### config.mk
export PLATFORM = sky130hd
export DESIGN_NAME = bop_operand_bank
export DESIGN_NICKNAME = d
export VERILOG_FILES = /design/src/design/bop_pkg.sv /design/src/design/bop_color_if.sv /design/src/design/bop_color_expand.sv /design/src/design/bop_operand_bank.sv
export VERILOG_INCLUDE_DIRS = /design/src /design/src/design
export SDC_FILE = /design/constraint.sdc
export NUM_CORES = 1
export LEC_CHECK = 0
export ABC_CLOCK_PERIOD_IN_PS = 2300
export BUFFER_PORTS_ARGS = -buffer_cell sky130_fd_sc_hd__buf_2
export CORE_AREA = 8 8 246 248
export DETAILED_ROUTE_END_ITERATION = 16
export DIE_AREA = 0 0 254 256
export PLACE_DENSITY = 0.68
export SLEW_MARGIN = 20
export SYNTH_ARGS = -nofsm -noshare
export SYNTH_HDL_FRONTEND = slang
export SYNTH_SLANG_ARGS = --single-unit
### constraint.sdc
create_clock -name mclk -period 2.3 [get_ports mclk]
set_clock_uncertainty 0.05 [all_clocks]
set_input_delay 0.23 -clock mclk [delete_from_list [all_inputs] [get_ports mclk]]
set_output_delay 0.23 -clock mclk [all_outputs]
set_load 0.005 [all_outputs]
### src/design/bop_regs.svh
// Offsets, field positions, reset values and encodings of the blit operand bank.
// Assumes inclusion by bare name from the top module.
`ifndef BOP_REGS_SVH
`define BOP_REGS_SVH

// Memory-mapped offsets
`define BOP_RUC_OFS        32'h0002_4000
`define BOP_PBG_OFS        32'h0004_0040
`define BOP_BCS_BASE       32'h0002_0000
`define BOP_PRI_BASE       32'h0000_2000
`define BOP_BCS_SPAN       32'h0000_4000

// Request unit control layout
`define BOP_RUC_RESET      32'hFF00_00BF
`define BOP_RUC_KEEP       9
`define BOP_RUC_CPF_BIT    8
`define BOP_RUC_TLB_LSB    6
`define BOP_RUC_WRP_LSB    4
`define BOP_RUC_ROP_LSB    2
`define BOP_RUC_RDP_LSB    0

// Destination extent layout
`define BOP_EXT_H_LSB      16
`define BOP_EXT_H_MSB      28
`define BOP_EXT_W_MSB      12
`define BOP_EXT_BITS       13

// Pattern base layout
`define BOP_PAT_MSB        28
`define BOP_PAT_LSB        6
`define BOP_ADDR_BITS      29

// Pattern geometry
`define BOP_PAT_BYTES_8BPP 16'h0040
`define BOP_MONO_BYTES     8

// Translation fault marker position
`define BOP_FAULT_BIT      39

`endif

### src/design/bop_pkg.sv
// Types shared by the blit operand parameter bank.
// Assumes the constants header sits beside it.
package bop_pkg;

    // Colour depth code
    typedef enum logic [1:0] {
        BOP_DEPTH_8   = 2'b00,
        BOP_DEPTH_16  = 2'b01,
        BOP_DEPTH_24  = 2'b10,
        BOP_DEPTH_RSV = 2'b11
    } bop_depth_e;

    // Working register chosen by the command streamer load port
    typedef enum logic [2:0] {
        BOP_LD_EXTENT  = 3'h0,
        BOP_LD_PATBASE = 3'h1,
        BOP_LD_PAT_BG  = 3'h2,
        BOP_LD_PAT_FG  = 3'h3,
        BOP_LD_SRC_BG  = 3'h4,
        BOP_LD_SRC_FG  = 3'h5,
        BOP_LD_MONO_LO = 3'h6,
        BOP_LD_MONO_HI = 3'h7
    } bop_ld_e;

    // Request unit fault state
    typedef enum logic [1:0] {
        BOP_RU_RUN   = 2'b00,
        BOP_RU_STALL = 2'b01
    } bop_ru_e;

endpackage

### src/design/bop_color_if.sv
// Carrier between the bank and one colour expansion lane.
// Assumes one bank driver and one expander per instance.
`timescale 1ns/1ps
interface bop_color_if #(parameter int CW = 32);
    logic [CW-1:0]     raw;
    bop_pkg::bop_depth_e depth;
    logic [CW-1:0]     expd;

    // Bank side drives colour and depth
    modport bank (output raw, output depth, input expd);
    // Expander side answers with the selected colour
    modport lane (input raw, input depth, output expd);
endinterface

### src/design/bop_color_expand.sv
// One colour expansion lane: keeps the low bytes that the colour depth uses.
// Assumes depth and colour come from logic on the same clock.
`timescale 1ns/1ps
module bop_color_expand #(
    parameter int CW = 32
) (
    // Clock and control
    input  wire logic  mclk,
    input  wire logic  sys_rst,
    input  wire logic  clk_en,
    // Colour lane
    bop_color_if.lane  cl
);

    if (CW != 32) begin : g_bad_cw
        $error("bop_color_expand supports 32-bit colours only");
    end

    // Registered selection of one, two or four colour bytes
    always_ff @(posedge mclk) begin
        if (sys_rst) begin
            cl.expd <= '0;
        end else if (clk_en) begin
            case (cl.depth)
                bop_pkg::BOP_DEPTH_8:  cl.expd <= {24'h00_0000, cl.raw[7:0]};
                bop_pkg::BOP_DEPTH_16: cl.expd <= {16'h0000, cl.raw[15:0]};
                bop_pkg::BOP_DEPTH_24: cl.expd <= cl.raw;
                default:               cl.expd <= cl.raw; // Reserved code keeps all bytes
            endcase
        end
    end

endmodule

### src/design/bop_operand_bank.sv
// Blit operand parameter bank: extent, pattern base, expansion colours,
// request unit control and blitter streamer address relay.
// Assumes the command streamer, MMIO master and translation logic share mclk.
`timescale 1ns/1ps
`include "bop_regs.svh"
module bop_operand_bank #(
    parameter int CW  = 32,
    parameter int EXW = 13
) (
    // Clock, reset, enable
    input  wire logic         mclk,
    input  wire logic         sys_rst,
    input  wire logic         clk_en,
    // Memory-mapped register port
    input  wire logic         mm_req,
    input  wire logic         mm_wr,
    input  wire logic [31:0]  mm_addr,
    input  wire logic [31:0]  mm_wdata,
    output logic              mm_ack,
    output logic [31:0]       mm_rdata,
    output logic              mm_unmapped,
    // Streamer window relay
    output logic              cs_fwd_valid,
    output logic              cs_fwd_wr,
    output logic [31:0]       cs_fwd_addr,
    output logic [31:0]       cs_fwd_wdata,
    // Command streamer loads of working registers
    input  wire logic         ld_valid,
    input  wire logic [2:0]   ld_sel,
    input  wire logic [31:0]  ld_data,
    input  wire logic [1:0]   cfg_depth,
    input  wire logic         line_done,
    // Extent and pattern views
    output logic [EXW-1:0]    dst_height,
    output logic [EXW-1:0]    dst_width_bytes,
    output logic [EXW-1:0]    dst_width_pixels,
    output logic              extent_active,
    output logic [28:0]       pat_addr,
    output logic [15:0]       pat_bytes,
    output logic [63:0]       mono_pattern,
    output logic              depth_reserved,
    // Expanded colours
    output logic [CW-1:0]     pat_bg_color,
    output logic [CW-1:0]     pat_fg_color,
    output logic [CW-1:0]     src_bg_color,
    output logic [CW-1:0]     src_fg_color,
    output logic [CW-1:0]     dst_key_color,
    output logic [CW-1:0]     fill_color,
    // Translation requests of the request unit
    input  wire logic         tr_valid,
    input  wire logic [38:0]  tr_addr,
    input  wire logic         tr_fault,
    output logic              tr_out_valid,
    output logic [39:0]       tr_out_addr,
    output logic              tr_ready,
    output logic              ru_stalled,
    // Arbiter and translation buffer controls
    output logic [1:0]        arb_wr_pri,
    output logic [1:0]        arb_ro_pri,
    output logic [1:0]        arb_rd_pri,
    output logic [1:0]        tlb_partition
);

    if (CW != 32) begin : g_bad_cw
        $error("bop_operand_bank supports 32-bit colours only");
    end
    if (EXW != `BOP_EXT_BITS) begin : g_bad_exw
        $error("bop_operand_bank extent fields are 13 bits wide");
    end

    localparam logic [31:0] RUC_RST  = `BOP_RUC_RESET;
    localparam logic [31:0] FWD_DISP = `BOP_BCS_BASE - `BOP_PRI_BASE;

    // Stored state
    logic [EXW-1:0]               height_r;
    logic [EXW-1:0]               width_r;
    logic [22:0]                  patbase_r;
    logic [CW-1:0]                pat_bg_r;
    logic [CW-1:0]                pat_fg_r;
    logic [CW-1:0]                src_bg_r;
    logic [CW-1:0]                src_fg_r;
    logic [63:0]                  mono_r;
    logic [`BOP_RUC_KEEP-1:0]     ruc_r;
    bop_pkg::bop_ru_e             ru_state_r;
    bop_pkg::bop_depth_e          depth_w;
    logic [1:0]                   depth_shift;
    logic                         ld_hit;
    logic                         hit_ruc;
    logic                         hit_pbg;
    logic                         hit_bcs;
    logic [31:0]                  rd_nxt;
    logic [31:0]                  ruc_view;

    // Depth code decode: bytes-per-pixel shift
    assign depth_w = bop_pkg::bop_depth_e'(cfg_depth);
    always_comb begin
        case (depth_w)
            bop_pkg::BOP_DEPTH_8:  depth_shift = 2'd0;
            bop_pkg::BOP_DEPTH_16: depth_shift = 2'd1;
            bop_pkg::BOP_DEPTH_24: depth_shift = 2'd2;
            default:               depth_shift = 2'd2;
        endcase
    end

    assign ld_hit = ld_valid && clk_en;

    // Extent load; height counts down per scan line
    always_ff @(posedge mclk) begin
        if (sys_rst) begin
            height_r <= '0;
            width_r  <= '0;
        end else if (ld_hit && ld_sel == bop_pkg::BOP_LD_EXTENT) begin
            height_r <= ld_data[`BOP_EXT_H_MSB:`BOP_EXT_H_LSB];
            width_r  <= ld_data[`BOP_EXT_W_MSB:0];
        end else if (clk_en && line_done && height_r != '0) begin
            height_r <= height_r - 1'b1;
        end
    end

    // Pattern base keeps only address bits 28:6
    always_ff @(posedge mclk) begin
        if (sys_rst) begin
            patbase_r <= '0;
        end else if (ld_hit && ld_sel == bop_pkg::BOP_LD_PATBASE) begin
            patbase_r <= ld_data[`BOP_PAT_MSB:`BOP_PAT_LSB];
        end
    end

    // Expansion colours loaded by the streamer
    always_ff @(posedge mclk) begin
        if (sys_rst) begin
            pat_bg_r <= '0;
            pat_fg_r <= '0;
            src_bg_r <= '0;
            src_fg_r <= '0;
        end else if (ld_hit) begin
            case (bop_pkg::bop_ld_e'(ld_sel))
                bop_pkg::BOP_LD_PAT_BG: pat_bg_r <= ld_data;
                bop_pkg::BOP_LD_PAT_FG: pat_fg_r <= ld_data;
                bop_pkg::BOP_LD_SRC_BG: src_bg_r <= ld_data;
                bop_pkg::BOP_LD_SRC_FG: src_fg_r <= ld_data;
                default: ;
            endcase
        end
    end

    // Mono pattern from the command, low word first
    always_ff @(posedge mclk) begin
        if (sys_rst) begin
            mono_r <= '0;
        end else if (ld_hit && ld_sel == bop_pkg::BOP_LD_MONO_LO) begin
            mono_r[31:0] <= ld_data;
        end else if (ld_hit && ld_sel == bop_pkg::BOP_LD_MONO_HI) begin
            mono_r[63:32] <= ld_data;
        end
    end

    // Derived extent and pattern views
    always_ff @(posedge mclk) begin
        if (sys_rst) begin
            dst_height       <= '0;
            dst_width_bytes  <= '0;
            dst_width_pixels <= '0;
            extent_active    <= 1'b0;
            pat_addr         <= '0;
            pat_bytes        <= '0;
            mono_pattern     <= '0;
            depth_reserved   <= 1'b0;
        end else if (clk_en) begin
            dst_height       <= height_r;
            dst_width_bytes  <= width_r;
            dst_width_pixels <= width_r >> depth_shift;
            extent_active    <= (height_r != '0) && (width_r != '0);
            pat_addr         <= {patbase_r, 6'h00};
            pat_bytes        <= 16'(`BOP_PAT_BYTES_8BPP << depth_shift);
            mono_pattern     <= mono_r;
            depth_reserved   <= (depth_w == bop_pkg::BOP_DEPTH_RSV);
        end
    end

    // Four colour expansion lanes
    bop_color_if #(.CW(CW)) cif[4] ();
    assign cif[0].raw = pat_bg_r;
    assign cif[1].raw = pat_fg_r;
    assign cif[2].raw = src_bg_r;
    assign cif[3].raw = src_fg_r;

    for (genvar gi = 0; gi < 4; gi++) begin : g_lane
        assign cif[gi].depth = depth_w;
        bop_color_expand #(.CW(CW)) u_exp (
            .mclk    (mclk),
            .sys_rst (sys_rst),
            .clk_en  (clk_en),
            .cl      (cif[gi])
        );
    end

    assign pat_bg_color  = cif[0].expd;
    assign pat_fg_color  = cif[1].expd;
    assign src_bg_color  = cif[2].expd;
    assign src_fg_color  = cif[3].expd;

    // Transparency key and solid fill share the source background colour
    always_ff @(posedge mclk) begin
        if (sys_rst) begin
            dst_key_color <= '0;
            fill_color    <= '0;
        end else if (clk_en) begin
            dst_key_color <= cif[2].expd;
            fill_color    <= cif[2].expd;
        end
    end

    // Address decode of the memory-mapped port
    assign hit_ruc = (mm_addr == `BOP_RUC_OFS);
    assign hit_pbg = (mm_addr == `BOP_PBG_OFS);
    assign hit_bcs = (mm_addr >= `BOP_BCS_BASE) &&
                     (mm_addr < (`BOP_BCS_BASE + `BOP_BCS_SPAN));

    // Control view: only the nine live bits, the rest read zero
    assign ruc_view = {23'h00_0000, ruc_r};

    // Request unit control register
    always_ff @(posedge mclk) begin
        if (sys_rst) begin
            ruc_r <= RUC_RST[`BOP_RUC_KEEP-1:0];
        end else if (clk_en && mm_req && mm_wr && hit_ruc) begin
            ruc_r <= mm_wdata[`BOP_RUC_KEEP-1:0];
        end
    end

    // Arbiter and buffer controls from the control flops
    assign arb_wr_pri    = ruc_r[`BOP_RUC_WRP_LSB+:2];
    assign arb_ro_pri    = ruc_r[`BOP_RUC_ROP_LSB+:2];
    assign arb_rd_pri    = ruc_r[`BOP_RUC_RDP_LSB+:2];
    assign tlb_partition = ruc_r[`BOP_RUC_TLB_LSB+:2];

    // Read data select; writes to the background colour are ignored
    always_comb begin
        rd_nxt = 32'h0000_0000;
        if (hit_ruc) begin
            rd_nxt = ruc_view;
        end else if (hit_pbg) begin
            rd_nxt = pat_bg_r;
        end
    end

    // One-cycle answer to every request made while clk_en is high
    always_ff @(posedge mclk) begin
        if (sys_rst) begin
            mm_ack      <= 1'b0;
            mm_rdata    <= '0;
            mm_unmapped <= 1'b0;
        end else if (clk_en) begin
            mm_ack      <= mm_req;
            mm_rdata    <= (mm_req && !mm_wr) ? rd_nxt : 32'h0000_0000;
            mm_unmapped <= mm_req && !(hit_ruc || hit_pbg || hit_bcs);
        end
    end

    // Streamer window relay at the primary displacement
    always_ff @(posedge mclk) begin
        if (sys_rst) begin
            cs_fwd_valid <= 1'b0;
            cs_fwd_wr    <= 1'b0;
            cs_fwd_addr  <= '0;
            cs_fwd_wdata <= '0;
        end else if (clk_en) begin
            cs_fwd_valid <= mm_req && hit_bcs;
            if (mm_req && hit_bcs) begin
                cs_fwd_wr    <= mm_wr;
                cs_fwd_addr  <= mm_addr - FWD_DISP;
                cs_fwd_wdata <= mm_wdata;
            end
        end
    end

    // Fault policy: continue with bit 39 marked, or stall until reset
    always_ff @(posedge mclk) begin
        if (sys_rst) begin
            ru_state_r <= bop_pkg::BOP_RU_RUN;
        end else if (clk_en) begin
            case (ru_state_r)
                bop_pkg::BOP_RU_RUN: begin
                    if (tr_valid && tr_fault && !ruc_r[`BOP_RUC_CPF_BIT]) begin
                        ru_state_r <= bop_pkg::BOP_RU_STALL;
                    end
                end
                bop_pkg::BOP_RU_STALL: ru_state_r <= bop_pkg::BOP_RU_STALL;
                default:               ru_state_r <= bop_pkg::BOP_RU_RUN;
            endcase
        end
    end

    // Translated request output
    always_ff @(posedge mclk) begin
        if (sys_rst) begin
            tr_out_valid <= 1'b0;
            tr_out_addr  <= '0;
            tr_ready     <= 1'b0;
            ru_stalled   <= 1'b0;
        end else if (clk_en) begin
            tr_ready   <= (ru_state_r == bop_pkg::BOP_RU_RUN) &&
                          !(tr_valid && tr_fault && !ruc_r[`BOP_RUC_CPF_BIT]);
            ru_stalled <= (ru_state_r == bop_pkg::BOP_RU_STALL) ||
                          (tr_valid && tr_fault && !ruc_r[`BOP_RUC_CPF_BIT]);
            tr_out_valid <= 1'b0;
            if (ru_state_r == bop_pkg::BOP_RU_RUN && tr_valid) begin
                if (!tr_fault) begin
                    tr_out_valid <= 1'b1;
                    tr_out_addr  <= {1'b0, tr_addr};
                end else if (ruc_r[`BOP_RUC_CPF_BIT]) begin
                    tr_out_valid <= 1'b1;
                    tr_out_addr  <= {1'b1, tr_addr};
                end
            end
        end
    end

endmodule

-- Yosys cells after proc, flatten, opt, wreduce, memory -nomap -nowiden
Cells that the tools add are included.
- output and inout port bits: 493
- register bits: 699
- $add $sub $neg: 2
- muxes and demuxes: 17
- reduce and logical (&&, ||, !) cells: 40
- bitwise gates (word level): 1
- eq/ne operators: 14
- shifts and indexed selects: 2
- magnitude comparators: 2
- operators with widths (cell ; count):
    $pmux W32 S2 ; 4
    $mux W32 ; 3
    $mux W40 ; 2
    $eq A32 B18 Y1 const B ; 1
    $eq A32 B19 Y1 const B ; 1
    $ge A32 B18 Y1 const B ; 1
    $lt A32 B18 Y1 const B ; 1
    $sub A32 B17 Y32 const B ; 1
    $mux W13 ; 2
    $reduce_bool A13 Y1 ; 2
    $logic_and A1 B1 Y1 ; 19
    $shl A7 B2 Y16 const A ; 1
    $reduce_and A2 Y1 ; 7
    $shr A13 B2 Y13 ; 1
    $sub A13 B1 Y13 const B ; 1
    $eq A3 B3 Y1 const B ; 4
    $pmux W2 S2 ; 2
    $eq A3 B2 Y1 const B ; 2
    $eq A2 B1 Y1 const B ; 2
    $logic_not A1 Y1 ; 4
    $logic_not A2 Y1 ; 2
    $eq A3 B1 Y1 const B ; 1
    $logic_not A3 Y1 ; 1
    $logic_or A1 B1 Y1 ; 3
    other kinds (8) ; 10

-- Depth between registers and ports, before layout
- depth after elaboration: 5
- gate-level depth with buffers: 7

-- Cells and area by module
A second synthesis with hierarchy kept.
- cells, all modules: 2904
- area total of the unflattened synthesis: 25742.2 sq um
- by module, submodules not included (module ; cells each ; instances ; sequential area each (sq um) ; area an instance (sq um)):
    bop_operand_bank ; 2376 ; 1 ; 11170.7 ; 20667.3
    bop_color_expand ; 132 ; 4 ; 640.6 ; 1268.7

-- Worst setup path before layout
OpenSTA, ideal clock, no wires.
- path type: reg-to-reg
- from: register height_r[4]
- to: register height_r[10]
- arrival: 1.879 ns
- path slack: 0.280 ns
- path buffers: 0
- stages on the path, launching flop included: 5
- cell sequence: dfxtp_1 > or4_4 > or3_1 > or4_1 > a311oi_1
- cells in the longest elaborated chain, start to end: 3
- elaborated cells between the ends (all ways): 6
- those cells by class: add/sub (1); mux (2); reduce/logical (3)
- ends and longest elaborated chain (what ; line ; text):
    start, declared ; bop_operand_bank.sv:75 ; logic [EXW-1:0] height_r;
    start signal, assigned ; bop_operand_bank.sv:113 ; height_r <= ld_data[`BOP_EXT_H_MSB:`BOP_EXT_H_LSB];
    start signal, assigned ; bop_operand_bank.sv:116 ; height_r <= height_r - 1'b1;
    $sub A13 B1 Y13 or $reduce_bool A13 Y1 (tied branches) ; bop_operand_bank.sv:116, bop_operand_bank.sv:115 ;
    $mux W13 or $logic_and A1 B1 Y1 (tied branches) ; bop_operand_bank.sv:115 ; end else if (clk_en && line_done && height_r != '0) begin
    $mux W13 or $reduce_bool A2 Y1 (tied branches) ; - ;
Several ways; a longest one is shown, not always the timed one. The select of a mux whose other input is x is not followed.
A chain may end at the register's enable or synchronous reset.

-- Final worst setup path
Ends and elaborated chain as after synthesis.

==> impl_results.rst <==
.. list-table::
   :header-rows: 1

   * - Metric
     - Value
   * - Top-level I/O count
     - about 640
   * - Total die area
     - 65000 um^2
   * - Global-route wire length before repair
     - ~130000 um
   * - Worst-path maximum fanout
     - 7
   * - Endpoint type of the worst setup path
     - register
   * - Detailed-route vias per instance
     - between 5 and 6
   * - Setup repair after global routing missed its margin
     - no
   * - Largest cells by area after synthesis
     - sky130_fd_sc_hd__dfxtp_1 (55%), sky130_fd_sc_hd__nand2_1 (8.8%), sky130_fd_sc_hd__mux2i_1 (8.6%)
   * - Signal arrival time at the worst endpoint
     - 2.61 ns
   * - Final sum of negative setup slack
     - 0 ns
   * - Number of max-slew violations in the final report
     - 0
   * - Routed length per instance
     - 21.4 um
   * - Initial cell density of the core
     - 0.436
   * - H-tree Lvls
     - 3
   * - Number of nets still failing antenna checks after routing
     - 0
   * - Vertical die dimension
     - around 260 um
   * - Worst supply voltage drop on vdd
     - around 0.00073 V
   * - Post_cts resized
     - 0
   * - Seq/Total Area, Yosys
     - 0.554
   * - Number of flops mapped to enable cells by yosys
     - 0
   * - Post-synthesis instance area
     - between 20000 and 25000 um^2
   * - Antenna violations before repair
     - 4
   * - Largest buffer count on any clock path
     - 3
   * - Clock latency of the later-clocked register in the worst-skew pair
     - 0.60 ns
   * - CP Launch Type
     - register
   * - Routed WL
     - about 89000 um
   * - Simple-gate portion of the synthesized area
     - 0.163
   * - Clock edge transition at the registers on the reported setup and hold paths
     - about 0.060 ns
   * - Number of buffers created by CTS
     - about 70
   * - Placement Rows
     - 88
   * - Pwr/cell area
     - approximately 800 nW/um^2
   * - Post-layout minimum cycle time
     - approximately 2.2 ns
   * - Result of the run
     - finished, final reports clean
   * - Nets
     - around 3500
   * - Overall global routing resource usage
     - 0.259
   * - Share of power burned in the clock network
     - 0.448
   * - Detailed-route DRC error count
     - 0
   * - I/O Buffers
     - ~620
   * - Switching part of the total
     - 0.241
   * - Max Freq
     - 464 MHz
   * - Fraction of power consumed by sequential logic
     - 0.478
   * - Via count of the first global-routing pass
     - between 20000 and 25000
   * - Finish-stage setup viols
     - 0
   * - Layout overhead on the synthesized area
     - 28.7%
   * - Adder-cell share of the synthesized area
     - 0.00151
   * - Horizontal extent of the die
     - ~250 um
   * - Clock sinks
     - a little under 700
   * - Root buffer cell
     - sky130_fd_sc_hd__clkbuf_16
   * - Xor/xnor cell area share of the yosys netlist
     - 0.000353
   * - Data required time of the critical path
     - about 2.8 ns
   * - Layout cells sized above 1
     - 0.246
   * - Post-synth top area cell
     - sky130_fd_sc_hd__dfxtp_1
   * - Total gr overflow
     - 0
   * - Type of the worst setup path
     - register to register
   * - Asr flop ratio synth
     - 0
   * - Post-placement worst setup slack
     - about 0.18 ns
   * - Final number of hold-violating endpoints
     - 0
   * - Share of the synthesized area in the top cell type
     - 0.554
   * - Distinct cell type count after synthesis
     - 45
   * - Per-instance average area after synthesis
     - approximately 9.1 um^2
   * - Share of the synthesized area in compound gates (AO/OA/AOI/OAI)
     - 0.139
   * - Largest family of logic cells by synthesized area
     - simple AND/OR/NAND/NOR gates
   * - Lkg Pwr
     - between 10 and 15 nW
   * - FF-to-FF setup slack
     - between 0.1 and 0.15 ns
   * - Commonest register cell after synthesis
     - sky130_fd_sc_hd__dfxtp_1
   * - Most common library cell in the layout ignoring fill and taps
     - sky130_fd_sc_hd__dfxtp_1
   * - Internal Dissipation
     - a little under 20 mW
   * - Pin count of the biggest net entering global routing
     - between 150 and 200
   * - Actual slew at the worst max-slew pin
     - ~1 ns
   * - Synth warnings
     - 0
   * - Reported max-cap violation count
     - 0
   * - First-pass iteration count of the detailed router
     - 5
   * - Drt first-iter violations
     - around 1500
   * - Multiplexer share of the synthesized area
     - 0.0856
   * - Half-perimeter wire length after placement
     - ~60000 um
   * - Number of flip-flops and latches in the synthesized netlist
     - a little under 700
   * - Class of the worst hold path
     - input pin to register
   * - Core Box Area
     - 56800 um^2
   * - Number of buffers inserted for hold repair after clock tree synthesis
     - 117
   * - Switching power
     - between 6 and 7 mW
   * - Clock tree from TritonCTS
     - yes
   * - Slew HR
     - 0.333
   * - Fill count
     - between 5000 and 6000
   * - DR vias
     - 21692
   * - Placer's final routability congestion estimate
     - just over 0.8
   * - Setup slack of the critical path after layout
     - 0.145 ns
   * - Most frequent cells in the layout
     - sky130_fd_sc_hd__dfxtp_1 (686), sky130_fd_sc_hd__buf_2 (621), sky130_fd_sc_hd__nand2_1 (578)
   * - Part of the cycle the worst path needs
     - 0.937
   * - Synth Instances
     - 2717
   * - Postcts setup bufs
     - 0
   * - Combinational power share
     - 0.074
==> cell usage after synthesis (all sizes together) (2+ instances only) <==
cell type	instances
nor4	19
nor2	236
a311oi	8
nor3b	3
nand2	579
nor2b	2
o2111ai	2
ha	3
nand3	11
o21ai	13
or3	3
a211oi	7
a31o	2
and3	2
mux2i	212
or2	5
nand4b	2
a32o	23
nor3	10
a21oi	330
nor4bb	2
or4	5
nand4	50
a22o	106
buf	89
clkbuf	208
and4	6
and2	20
o31ai	49
inv	4
a31oi	4
nand3b	2
nand2b	8
dfxtp	686
==> through the flow <==
stage | power [mW] | hold WS (ns) | std cells | utilization | instance area [um^2]
5_1_grt | 26.4 | 0.0133 | 4137 | 0.561 | 31900
3_3_place_gp | 14.2 | 0.383 | 3892 | 0.500 | 28400
4_1_cts | 25.7 | 0.000794 | 4135 | 0.561 | 31900
3_5_place_dp | 14.2 | 0.389 | 3892 | 0.500 | 28400
6_report | 25.5 | 0.0352 | 4137 | 0.561 | 31900
2_1_floorplan | 13.4 | 0.277 | 2734 | - | 24800
==> kinds of logic after synthesis <==
group / Yosys count
compound gates: 546
xor+xnor: 1
fa+ha+maj: 3
buf+inv: 301
flops: 686
mux: 212
other cells: 1
simple gates: 967
==> registers in the layout, indices dropped and copies added, names as in the netlist, 13 cells and up <==
register	flops
cif.raw	128
width_r	13
fill_color	32
height_r	13
dst_width_pixels	13
mono_r	64
pat_addr	23
mono_pattern	64
dst_width_bytes	13
tr_out_addr	40
mm_rdata	32
dst_height	13
cs_fwd_wdata	32
patbase_r	23
g_lane.u_exp.cl.expd	128
cs_fwd_addr	32
==> final timing paths <==
kind                                      start               to  depth (start not counted)
worst max-delay path                height_r[4]     height_r[10]                          4
worst min-delay path                ld_data[18]   cif[1].raw[18]                          3
worst max register to register      height_r[4]     height_r[10]                          4
worst min register to register  tr_out_addr[29]  tr_out_addr[29]                          2
==> layer usage <==
metal | wire length [um] | up-vias | part of all wire | track usage
met2 | 43200 | 869 | 0.49 | 0.441
met5 | 13 | - | 0.00015 | 0
met1 | 34300 | 10250 | 0.39 | 0.303
li1 | - | 10400 | - | -
met3 | 7640 | 171 | 0.086 | 0.0692
met4 | 3630 | 2 | 0.041 | 0.110
==> area by class of cell <==
type / instances / area [um^2] / area share
repair buffers: 807 / 5050 / 0.158
diodes: 2 / 5.00 / 0.000157
flip-flops and latches: 686 / 13700 / 0.431
well taps: 765 / 957 / 0.0300
inverters: 4 / 15.0 / 0.000471
multi-input cells: 1747 / 9820 / 0.308
clock inverters: 28 / 300 / 0.00942
clock buffers: 98 / 2000 / 0.0628
==> worst max-delay path, cell delays in order, from the launching register on <==
cell and delay [ns]:
sky130_fd_sc_hd__dfxtp_1 0.35, sky130_fd_sc_hd__or4_4 0.57, sky130_fd_sc_hd__or3_1 0.34, sky130_fd_sc_hd__or4_1 0.47, sky130_fd_sc_hd__a311oi_1 0.27
==> power by group through the flow <==
stage               registers (mW)  logic (mW)  clock network [mW]
floorplan                     12.4       0.996                   0
global placement              12.4        1.71                   0
detailed placement            12.5        1.71                   0
CTS                           12.2        1.87                11.7
global route                  12.2        2.01                12.2
finish                        12.2        1.88                11.4
(Power assumes the default switching activity.)
